--- config.mk ---
export PLATFORM = sky130hd
export DESIGN_NAME = stack_cpu_core
export DESIGN_NICKNAME = d
export VERILOG_FILES = /design/src/shared/stack_cpu_pkg.sv /design/src/hdl/stack_alu.sv /design/src/hdl/stack_cpu_core.sv
export SDC_FILE = /design/constraint.sdc
export NUM_CORES = 1
export LEC_CHECK = 0
export CORE_ASPECT_RATIO = 0.8
export CORE_UTILIZATION = 28
export CTS_CLUSTER_SIZE = 40
export DETAILED_ROUTE_END_ITERATION = 10
export DONT_BUFFER_PORTS = 1
export GPL_TIMING_DRIVEN = 0
export SLEW_MARGIN = 40
export SYNTH_ARGS = -nofsm -noshare
export SYNTH_HDL_FRONTEND = slang
export SYNTH_SLANG_ARGS = --single-unit
--- constraint.sdc ---
create_clock -name sys_clk -period 10.6 [get_ports sys_clk]
set_clock_uncertainty 0.15 [all_clocks]
set_input_delay 2.12 -clock sys_clk [delete_from_list [all_inputs] [get_ports sys_clk]]
set_output_delay 2.12 -clock sys_clk [all_outputs]
set_load 0.005 [all_outputs]
--- src/shared/stack_cpu_pkg.sv ---
// Constants, types and opcode encodings shared by the stack processor core and its ALU.
// Assumes a single 100 MHz system clock and a Wishbone-style 16-bit bus with 8-bit granularity.
package stack_cpu_pkg;

    localparam int WORD_W = 16;
    localparam int ADDR_W = 16;
    localparam int PC_W   = 15;
    localparam int OP_W   = 4;
    localparam int SLOTS  = 4;
    localparam int BYTE_W = 8;

    typedef logic [WORD_W-1:0] word_t;
    typedef logic [PC_W-1:0]   waddr_t;
    typedef logic [OP_W-1:0]   opcode_t;
    typedef logic [1:0]        slot_t;
    typedef logic [1:0]        lane_t;

    // Opcode encodings
    localparam opcode_t OP_NOP            = 4'h0;
    localparam opcode_t OP_IMMEDIATE_PUSH = 4'h1;
    localparam opcode_t OP_WORD_LOAD      = 4'h2;
    localparam opcode_t OP_WORD_STORE     = 4'h3;
    localparam opcode_t OP_BYTE_LOAD      = 4'h4;
    localparam opcode_t OP_BYTE_STORE     = 4'h5;
    localparam opcode_t OP_ADD            = 4'h6;
    localparam opcode_t OP_AND            = 4'h7;
    localparam opcode_t OP_XOR            = 4'h8;

    // Byte lane selects, bit 1 = data bits 15:8, bit 0 = data bits 7:0
    localparam lane_t SEL_NONE = 2'h0;
    localparam lane_t SEL_LOW  = 2'h1;
    localparam lane_t SEL_HIGH = 2'h2;
    localparam lane_t SEL_WORD = 2'h3;

    // Reset values and counter steps
    localparam waddr_t PC_RESET    = 15'h0000;
    localparam waddr_t PC_STEP     = 15'h0001;
    localparam word_t  STACK_RESET = 16'h0000;
    localparam word_t  IR_RESET    = 16'h0000;
    localparam slot_t  SLOT_FIRST  = 2'h0;
    localparam slot_t  SLOT_LAST   = 2'h3;
    localparam slot_t  SLOT_STEP   = 2'h1;
    localparam logic [BYTE_W-1:0] BYTE_ZERO = 8'h00;

    typedef enum logic [1:0] {
        SEQ_RESET,
        SEQ_FETCH,
        SEQ_EXEC
    } seq_state_t;

endpackage

--- src/hdl/stack_alu.sv ---
// Combinational ALU of the stack processor: identity, sum, AND and XOR of second and top.
// Assumes the caller supplies the opcode of the slot being executed.
`timescale 1ns/1ps

module stack_alu (
    input  wire logic                  sys_clk,
    input  stack_cpu_pkg::opcode_t     op,
    input  stack_cpu_pkg::word_t       second,
    input  stack_cpu_pkg::word_t       top,
    output stack_cpu_pkg::word_t       result
);
    import stack_cpu_pkg::*;

    // Clock is unused; kept so the core sees a uniform leaf interface
    logic unused_clk;
    assign unused_clk = sys_clk;

    always_comb begin
        unique case (op)
            OP_ADD:  result = second + top;
            OP_AND:  result = second & top;
            OP_XOR:  result = second ^ top;
            // NOP and every other code pass the top cell through
            default: result = top;
        endcase
    end

endmodule

--- src/hdl/stack_cpu_core.sv ---
// Core of a tiny 16-bit stack processor: stack, instruction slots, program counter, sequencer.
// Assumes memory and peripherals answer on a Wishbone-style bus in the sys_clk domain,
// so ack_i and dat_i are sampled without synchronisers.
`timescale 1ns/1ps

// How it works
// - top cell is every effective address
// - sixteen-bit byte addresses, no extension
// - words little-endian on even boundaries
// - word accesses ignore address bit zero
// - three cells; top gives addresses, results
// - only immediate push pushes the stack
// - pop copies third into second, third kept
// - ALU: identity, sum, AND, XOR
// - four opcode slots, high nibble first
// - slots run in order before refetch
// - remaining NOPs trigger immediate refetch
// - fifteen-bit word program counter
// - counter points at next literal or word
// - sequencer tracks slot, reset and fetch
// - each cycle: fetch, advance or hold
// - one cycle per instruction without waits
// - byte and word loads and stores
// - low acknowledge in an open cycle freezes all state
// - tags classify fetch, literal, data
// - cycle and strobe always equal, single
// - reset lasts one extra cycle, then fetch
module stack_cpu_core (
    input  wire logic                  sys_clk,
    input  wire logic                  rst,
    input  wire logic                  ack_i,
    input  stack_cpu_pkg::word_t       dat_i,
    output logic                       cyc_o,
    output logic                       stb_o,
    output logic                       we_o,
    output stack_cpu_pkg::waddr_t      adr_o,
    output stack_cpu_pkg::lane_t       sel_o,
    output stack_cpu_pkg::word_t       dat_o,
    output logic                       program_space_tag,
    output logic                       data_space_tag
);
    import stack_cpu_pkg::*;

    // Opcode held in a given slot of an instruction word
    function automatic opcode_t slot_op(input word_t w, input slot_t s);
        opcode_t op;
        op = OP_NOP;
        unique case (s)
            2'h0: op = w[15:12];
            2'h1: op = w[11:8];
            2'h2: op = w[7:4];
            2'h3: op = w[3:0];
        endcase
        return op;
    endfunction

    // True when every slot from the given one onward holds a NOP
    function automatic logic rest_nop(input word_t w, input int unsigned from);
        logic all_nop;
        all_nop = 1'b1;
        for (int i = 0; i < SLOTS; i++) begin
            if (i >= from && w[WORD_W-1-i*OP_W -: OP_W] != OP_NOP) begin
                all_nop = 1'b0;
            end
        end
        return all_nop;
    endfunction

    // Sequencer state
    seq_state_t state_q;
    seq_state_t state_d;
    slot_t      slot_q;
    slot_t      slot_d;
    word_t      ir_q;
    word_t      ir_d;

    // Program counter
    waddr_t     pc_q;
    waddr_t     pc_d;

    // Parameter stack
    word_t      top_q;
    word_t      top_d;
    word_t      second_q;
    word_t      second_d;
    word_t      third_q;
    word_t      third_d;

    // Registered bus request
    logic       cyc_q;
    logic       cyc_d;
    logic       we_q;
    logic       we_d;
    waddr_t     adr_q;
    waddr_t     adr_d;
    lane_t      sel_q;
    lane_t      sel_d;
    word_t      wdat_q;
    word_t      wdat_d;
    logic       ptag_q;
    logic       ptag_d;
    logic       dtag_q;
    logic       dtag_d;

    // Shared decode
    logic       go;
    logic       exec_step;
    logic       fetch_done;
    logic       last_slot;
    opcode_t    exec_op;
    opcode_t    next_op;
    word_t      alu_res;
    word_t      byte_in;

    assign go = !cyc_q || ack_i;

    assign exec_op    = (state_q == SEQ_EXEC) ? slot_op(ir_q, slot_q) : OP_NOP;
    assign exec_step  = (state_q == SEQ_EXEC) && go;
    assign fetch_done = (state_q == SEQ_FETCH) && cyc_q && ack_i;

    assign last_slot = (slot_q == SLOT_LAST) || rest_nop(ir_q, int'(slot_q) + 1);

    assign byte_in = top_q[0] ? {BYTE_ZERO, dat_i[15:8]} : {BYTE_ZERO, dat_i[7:0]};

    stack_alu u_alu (
        .sys_clk (sys_clk),
        .op      (exec_op),
        .second  (second_q),
        .top     (top_q),
        .result  (alu_res)
    );

    always_comb begin
        state_d = state_q;
        slot_d  = slot_q;
        ir_d    = ir_q;
        unique case (state_q)
            SEQ_RESET: begin
                state_d = SEQ_FETCH;
                slot_d  = SLOT_FIRST;
            end
            SEQ_FETCH: begin
                if (fetch_done) begin
                    ir_d   = dat_i;
                    slot_d = SLOT_FIRST;
                    if (rest_nop(dat_i, 0)) begin
                        state_d = SEQ_FETCH;
                    end else begin
                        state_d = SEQ_EXEC;
                    end
                end
            end
            SEQ_EXEC: begin
                if (exec_step) begin
                    if (last_slot) begin
                        state_d = SEQ_FETCH;
                        slot_d  = SLOT_FIRST;
                    end else begin
                        slot_d  = slot_q + SLOT_STEP;
                    end
                end
            end
        endcase
    end

    always_ff @(posedge sys_clk or posedge rst) begin
        if (rst) begin
            state_q <= SEQ_RESET;
            slot_q  <= SLOT_FIRST;
            ir_q    <= IR_RESET;
        end else begin
            state_q <= state_d;
            slot_q  <= slot_d;
            ir_q    <= ir_d;
        end
    end

    always_comb begin
        pc_d = pc_q;
        if (fetch_done || (exec_step && exec_op == OP_IMMEDIATE_PUSH)) begin
            pc_d = pc_q + PC_STEP;
        end
    end

    always_ff @(posedge sys_clk or posedge rst) begin
        if (rst) begin
            pc_q <= PC_RESET;
        end else begin
            pc_q <= pc_d;
        end
    end

    always_comb begin
        top_d    = top_q;
        second_d = second_q;
        third_d  = third_q;
        if (exec_step) begin
            unique case (exec_op)
                OP_IMMEDIATE_PUSH: begin
                    third_d  = second_q;
                    second_d = top_q;
                    top_d    = dat_i;
                end
                OP_WORD_LOAD: begin
                    top_d = dat_i;
                end
                OP_BYTE_LOAD: begin
                    top_d = byte_in;
                end
                // Stores consume address and datum, so two pops land third in both cells
                OP_WORD_STORE,
                OP_BYTE_STORE: begin
                    top_d    = third_q;
                    second_d = third_q;
                end
                OP_ADD,
                OP_AND,
                OP_XOR: begin
                    top_d    = alu_res;
                    second_d = third_q;
                end
                default: begin
                    top_d = top_q;
                end
            endcase
        end
    end

    always_ff @(posedge sys_clk or posedge rst) begin
        if (rst) begin
            top_q    <= STACK_RESET;
            second_q <= STACK_RESET;
            third_q  <= STACK_RESET;
        end else begin
            top_q    <= top_d;
            second_q <= second_d;
            third_q  <= third_d;
        end
    end

    // The request for the next cycle is built from next-state values so that
    // the bus pins can come straight from flip-flops without losing a cycle.
    assign next_op = (state_d == SEQ_EXEC) ? slot_op(ir_d, slot_d) : OP_NOP;

    always_comb begin
        cyc_d  = 1'b0;
        we_d   = 1'b0;
        adr_d  = adr_q;
        sel_d  = SEL_NONE;
        wdat_d = wdat_q;
        ptag_d = 1'b0;
        dtag_d = 1'b0;
        if (state_d == SEQ_FETCH) begin
            cyc_d  = 1'b1;
            adr_d  = pc_d;
            sel_d  = SEL_WORD;
            ptag_d = 1'b1;
        end else if (state_d == SEQ_EXEC) begin
            unique case (next_op)
                OP_IMMEDIATE_PUSH: begin
                    cyc_d  = 1'b1;
                    adr_d  = pc_d;
                    sel_d  = SEL_WORD;
                    ptag_d = 1'b1;
                    dtag_d = 1'b1;
                end
                OP_WORD_LOAD: begin
                    cyc_d  = 1'b1;
                    adr_d  = top_d[ADDR_W-1:1];
                    sel_d  = SEL_WORD;
                    dtag_d = 1'b1;
                end
                OP_BYTE_LOAD: begin
                    cyc_d  = 1'b1;
                    adr_d  = top_d[ADDR_W-1:1];
                    sel_d  = top_d[0] ? SEL_HIGH : SEL_LOW;
                    dtag_d = 1'b1;
                end
                OP_WORD_STORE: begin
                    cyc_d  = 1'b1;
                    we_d   = 1'b1;
                    adr_d  = top_d[ADDR_W-1:1];
                    sel_d  = SEL_WORD;
                    wdat_d = second_d;
                    dtag_d = 1'b1;
                end
                // Byte is copied to both lanes; the select tells which one counts
                OP_BYTE_STORE: begin
                    cyc_d  = 1'b1;
                    we_d   = 1'b1;
                    adr_d  = top_d[ADDR_W-1:1];
                    sel_d  = top_d[0] ? SEL_HIGH : SEL_LOW;
                    wdat_d = {second_d[BYTE_W-1:0], second_d[BYTE_W-1:0]};
                    dtag_d = 1'b1;
                end
                // Stack-only opcodes release the bus
                default: begin
                    cyc_d = 1'b0;
                end
            endcase
        end
    end

    always_ff @(posedge sys_clk or posedge rst) begin
        if (rst) begin
            cyc_q  <= 1'b0;
            we_q   <= 1'b0;
            adr_q  <= PC_RESET;
            sel_q  <= SEL_NONE;
            wdat_q <= STACK_RESET;
            ptag_q <= 1'b0;
            dtag_q <= 1'b0;
        end else begin
            cyc_q  <= cyc_d;
            we_q   <= we_d;
            adr_q  <= adr_d;
            sel_q  <= sel_d;
            wdat_q <= wdat_d;
            ptag_q <= ptag_d;
            dtag_q <= dtag_d;
        end
    end

    assign cyc_o             = cyc_q;
    assign stb_o             = cyc_q;
    assign we_o              = we_q;
    assign adr_o             = adr_q;
    assign sel_o             = sel_q;
    assign dat_o             = wdat_q;
    assign program_space_tag = ptag_q;
    assign data_space_tag    = dtag_q;

endmodule

; After elaboration in Yosys (flattened, before gate mapping)
; Index checks and enable logic that the tools add are counted.
[word_totals]
register_bits = 120
elab_cells = 136
[op_classes]
n_addsub = 4
magnitude_cmp = 4
n_eq_ne = 23
mux = 50
n_bitwise = 3
reduce_logical = 38
[op_table]
columns = cell, n
row1 = 2-to-1 mux 16 bit, 4
row2 = case mux 16 bit (2 select lines), 2
row3 = case mux 16 bit (4 select lines), 1
row4 = case mux 16 bit (3 select lines), 1
row5 = 2-to-1 mux 15 bit, 3
row6 = case mux 4 bit (4 select lines), 2
row7 = nonzero test 4 bit, 8
row8 = case mux 15 bit (2 select lines), 1
row9 = "equality test 4 x 3 -> 1 bit, second input constant", 6
row10 = 2-to-1 mux 1 bit, 20
row11 = 2-to-1 mux 2 bit, 10
row12 = adder 16 bit, 1
row13 = bitwise AND 16 bit, 1
row14 = "equality test 4 x 2 -> 1 bit, second input constant", 4
row15 = bitwise XOR 16 bit, 1
row16 = "adder 15 x 1 -> 15 bit, second input constant", 1
row17 = "equality test 2 bit, second input constant", 6
row18 = case mux 2 bit (3 select lines), 2
row19 = OR reduction 5 bit, 2
row20 = "equality test 2 x 1 -> 1 bit, second input constant", 4
row21 = "equality test 4 x 1 -> 1 bit, second input constant", 2
row22 = logical AND 1 bit, 8
row23 = 2-to-1 mux 4 bit, 2
row24 = 2-to-1 mux 8 bit, 1
row25 = 17 further kinds, 29

; Logic depth before layout (Yosys ltp)
[logic_depth]
depth_word = 19
depth_mapped = 19
ltp_nobuf = 15

; By module
; From an unflattened synthesis, not the netlist that was laid out.
[unflattened]
hier_cells = 764
hier_area_um2 = 7648.6
[modules_own_cells]
columns = module, n_inst, cells_each, area_each_um2
row1 = stack_cpu_core, 1, 553, 6276.0
row2 = stack_alu, 1, 211, 1372.6

; Least setup slack after synthesis
; No wires, ideal clock.
[synth_path]
kind = input-to-reg
startpoint = input port ack_i
endpoint = register adr_q[14], in the netlist adr_o[14]
arrival_time_ns = 5.182
t_required_ns = 10.325
path_slack_ns = 5.143
stages = 16
n_path_buf = 3
cell_sequence = nand3_1 clkbuf_1 inv_1 and3_1 a31oi_1 o31a_1 inv_1 ha_1 inv_1 nand2_1 a311o_1 or3_1 buf_6 buf_12 mux2_4 mux2_4
[synth_lines]
columns = element, line_no
row1 = start: declaration, stack_cpu_core.sv:31  ; input wire logic ack_i,
row2 = logical OR 1 bit, stack_cpu_core.sv:115  ; assign go = !cyc_q || ack_i;
row3 = logical AND 1 bit, stack_cpu_core.sv:118  ; assign exec_step = (state_q == SEQ_EXEC) && go;
row4 = 2-to-1 mux 2 bit, stack_cpu_core.sv:154  ; if (exec_step) begin
row5 = case mux 2 bit (3 select lines) *, stack_cpu_core.sv:137  ; unique case (state_q)
row6 = net state_d[0], stack_cpu_core.sv:71  ; seq_state_t state_d;
row7 = equality test 2 bit, "stack_cpu_core.sv:243, stack_cpu_core.sv:258"
row8 = 2-to-1 mux 4 bit, stack_cpu_core.sv:243  ; assign next_op = (state_d == SEQ_EXEC) ? slot_op(ir_d, slot_d) : OP_NOP;
row9 = equality test 4 x 3 -> 1 bit or equality test 4 x 2 -> 1 bit (tied branches), stack_cpu_core.sv:259  ; unique case (next_op)
row10 = OR reduction 4 bit (no line), n/a
row11 = case mux 15 bit (2 select lines), stack_cpu_core.sv:259
row12 = 2-to-1 mux 15 bit, stack_cpu_core.sv:258  ; end else if (state_d == SEQ_EXEC) begin
row13 = 2-to-1 mux 15 bit, stack_cpu_core.sv:253  ; if (state_d == SEQ_FETCH) begin
row14 = end signal: assignment, stack_cpu_core.sv:316  ; adr_q <= adr_d;
row15 = end: declaration, stack_cpu_core.sv:94  ; waddr_t adr_q;
; Mark *: on every way through the listed nets, which the timed path passes. The rest lies on a longest branch. The select of a mux whose other input is x is not followed.
; A chain may end at the register's enable or synchronous reset.

; Worst setup path in the final report
[layout_path]
startpoint = input port ack_i
endpoint = register adr_q[3], in the netlist adr_o[3]
; Same word-level chain as after synthesis.

==> flow_summary.toml <==
[clock_tree]
post-cts-setup-buffers = 0
clk_path_buf_depth = 2
cts_sinks = 120
clockRootBuffer = "clkbuf_16"
hold_buffers = 0
cts_buffers = 17
worstSkewPairLatency_ns = 0.43
clkTransAtPathRegs_ns = 0.06
cts.repair.resized = 0
tritoncts = "yes"
htree_levels = 4

[critical_path]
crit_fanout = 10
regToRegStartpoint = "state_q[1]"
crit_start = "ack_i"
path_class = "in2reg"
arrival_ns = 5.99
max_stage_delay_ns = 0.55
crit_path_frequent_cell = "inv_1"
crit_required_ns = 10.76
endpoint_kind = "flop"
cp_slowest_cell = "clkbuf_1"
cp_cell_sequence = "nand3_1 -> clkbuf_1 -> inv_1 -> and3_1 -> a31oi_1 -> o31a_1 -> inv_1 -> ha_1 -> inv_1 -> nand2_1 -> a311o_1 -> or3_1 -> buf_6 -> buf_12 -> mux2_4 -> mux2_4"
crit_path_start_kind = "input pin"
ff2ff_setup_slack_ns = 5.63

[global_routing]
antenna_found_initial = 0
overflow = 0
grt_max_degree = 65
grt.total_usage_pct = 16.0
grt_pass1_wl_mm = 30.4
grt_pass1_vias = 5078

[synth]
ys_async_sr_fraction_pct = 100
ys_warn_count = 0
ys_seq_elements = 120
synth_ff_type = "dfrtp_1"
synth_fp_nets = 708
synth_edf_count = 0
yosysUniqueCellTypes = 72
synth_area_sq_um = 6910
ys_seq_area_share_pct = 43.5
synth_cells = 660
avgSynthCellArea_sq_um = 10.5

[floorplanning]
die_area_sq_um = 25300
fp.dieW_um = 178
rows = 51
pin_count = 57
core_sq_um = 24200
die_y_um = 142
start_util_pct = 28.5

[timing]
holdWs_ns = 0.334
hold_violations = 0
worst_pin_slew_ns = 0.741
fin_crit_ns = 5.84
tns_ns = 0
maxSlewViolCount = 0
worst_slew_margin_rel_pct = 50.5
finalCritPeriodShare_pct = 55.1
max_freq_ghz = 0.171
rsz0062_at_grt = "no"
final-setup-viol-count = 0

[route]
drt-initial-drc-count = 466
dr.pass1.iters = 6
via_per_inst = 5.31
ant_nets = 0
drc = 0
dr_total_vias = 5363
wl_per_cell_um = 19.1
totalWireLength_mm = 19.3

[flow_run]
cap_viol_max_count = 0

[power]
p_total_w = 0.00169
ir_drop_mv = 0.119
p_per_area_nw_per_um2 = 212
p_leak_nw = 3.71

[place]
hpwlAfterDp_mm = 14.5
routabilityCongestion = 0.931
io_buffers = 0

[worst_hold_path]
min_from = "pc_q[6]"
hp-class = "reg2reg"

[layout]
drive_gt1_share_pct = 18.4
areaGrowthSynthToFinish_pct = 15.8
nNetsFinal = 728
n_antenna_cell = 0

[run_status]
outcome = "completed"
## kinds of logic (layout without fill, tap and decap cells)
kind of cell | count (synthesis) | in the layout | share of synthesized area (%)
simple gates | 174 | 174 | 11.9
compound gates | 167 | 167 | 17.4
flops | 120 | 120 | 43.5
mux | 94 | 94 | 15.3
buf+inv | 51 | 83 | 3.42
fa+ha+maj | 30 | 30 | 5.51
xor+xnor | 24 | 24 | 3.04
## worst max-delay path, delay by kind of cell
family,cells,cell delay (ns)
compound gates,3,0.77
fa+ha+maj,1,0.26
buf+inv,6,1.23
mux,2,0.55
simple gates,4,1.05
## routing by layer
layer	GRT usage [%]	share of wire, %	vias to the layer above
met3	4.62	7.6	32
met2	21.6	40	184
li1	-	-	2504
met5	0	0	-
met4	6.16	1.9	0
met1	23.6	50	2643
## flip-flops by register name, indices dropped and copies added, names as in the netlist
signal             count
top_q                 16
ir_q                  16
second_q              16
we_o                   1
third_q               16
program_space_tag      1
sel_o                  2
pc_q                  15
state_q                2
cyc_o                  1
dat_o                 16
slot_q                 2
data_space_tag         1
adr_o                 15
## per-stage QoR
stage                     util [%]  cell area, sq um  std cells  setup WS [ns]
after floorplan                  -              6910        660           5.14
after global placement        30.1              7300        978           3.71
after detailed placement      30.4              7360        979           4.36
after CTS                     32.9              7970       1010           4.79
after global routing          33.0              8000       1010           4.61
final                         33.0              8000       1010           4.76
## final timing paths
path	end	depth (start not counted)
worst max-delay path	adr_o[3]	16
worst max register to register	adr_o[3]	19
worst min-delay path	pc_q[6]	1
worst min register to register	pc_q[6]	1
max in group asynchronous	ir_q[11]	2
min in group asynchronous	dat_o[15]	1
## layout make-up
| cell class | count | area (sq um) |
|---|---|---|
| buffer | 23 | 131 |
| clock buffer | 18 | 439 |
| clock inverter | 13 | 171 |
| fill | 2487 | 16300 |
| inverter | 28 | 113 |
| multi-input combinational | 489 | 3710 |
| sequential | 120 | 3000 |
| tap | 318 | 398 |
| timing repair buffer | 1 | 27.5 |
## synth_stat cells, types with 8 or more instances
library cell  instances  area share (%)
a211oi_1              9            0.98
ha_1                 28             5.1
o21ai_0              26             1.9
xnor2_1              16             2.0
a22oi_1              16             1.7
clkbuf_1             15            0.82
inv_1                25             1.4
nand3_1              15             1.1
nand2_1              81             4.4
a21oi_1              38             2.8
mux2_2               64              10
xor2_1                8             1.0
nor3_1               12            0.87
a21o_1               11             1.2
a222oi_1             18             2.6
dfrtp_1             120              43
nor2_1               22             1.2
mux2i_1              21             3.0
and3_1                8            0.72
## placed cells by master, fill, tap and decap left out, types with 3 or more instances in the layout
cell,count
dfrtp_1,120
nand2_1,81
mux2_2,64
a21oi_1,38
ha_1,28
o21ai_0,26
inv_1,24
nor2_1,22
mux2i_1,21
a222oi_1,18
clkbuf_16,17
a22oi_1,16
xnor2_1,16
clkbuf_1,15
nand3_1,15
a21o_1,11
nor3_1,10
and3_1,8
xor2_1,8
a211oi_1,6
mux2_4,6
nor4_1,6
nor2b_1,6
o21bai_1,6
a31oi_1,5
clkinv_4,5
a22o_1,4
buf_6,3
mux2_1,3
or3_1,3
nand4_1,3
clkinv_1,3
nand2b_1,3
and2_1,3
or4_1,3
bufinv_16,3
## report_power, final
group          switching [W]  internal [W]
combinational       0.000269      0.000207
sequential         0.0000774      0.000536
clock               0.000225      0.000377
Power figures use the tool's default switching activity.
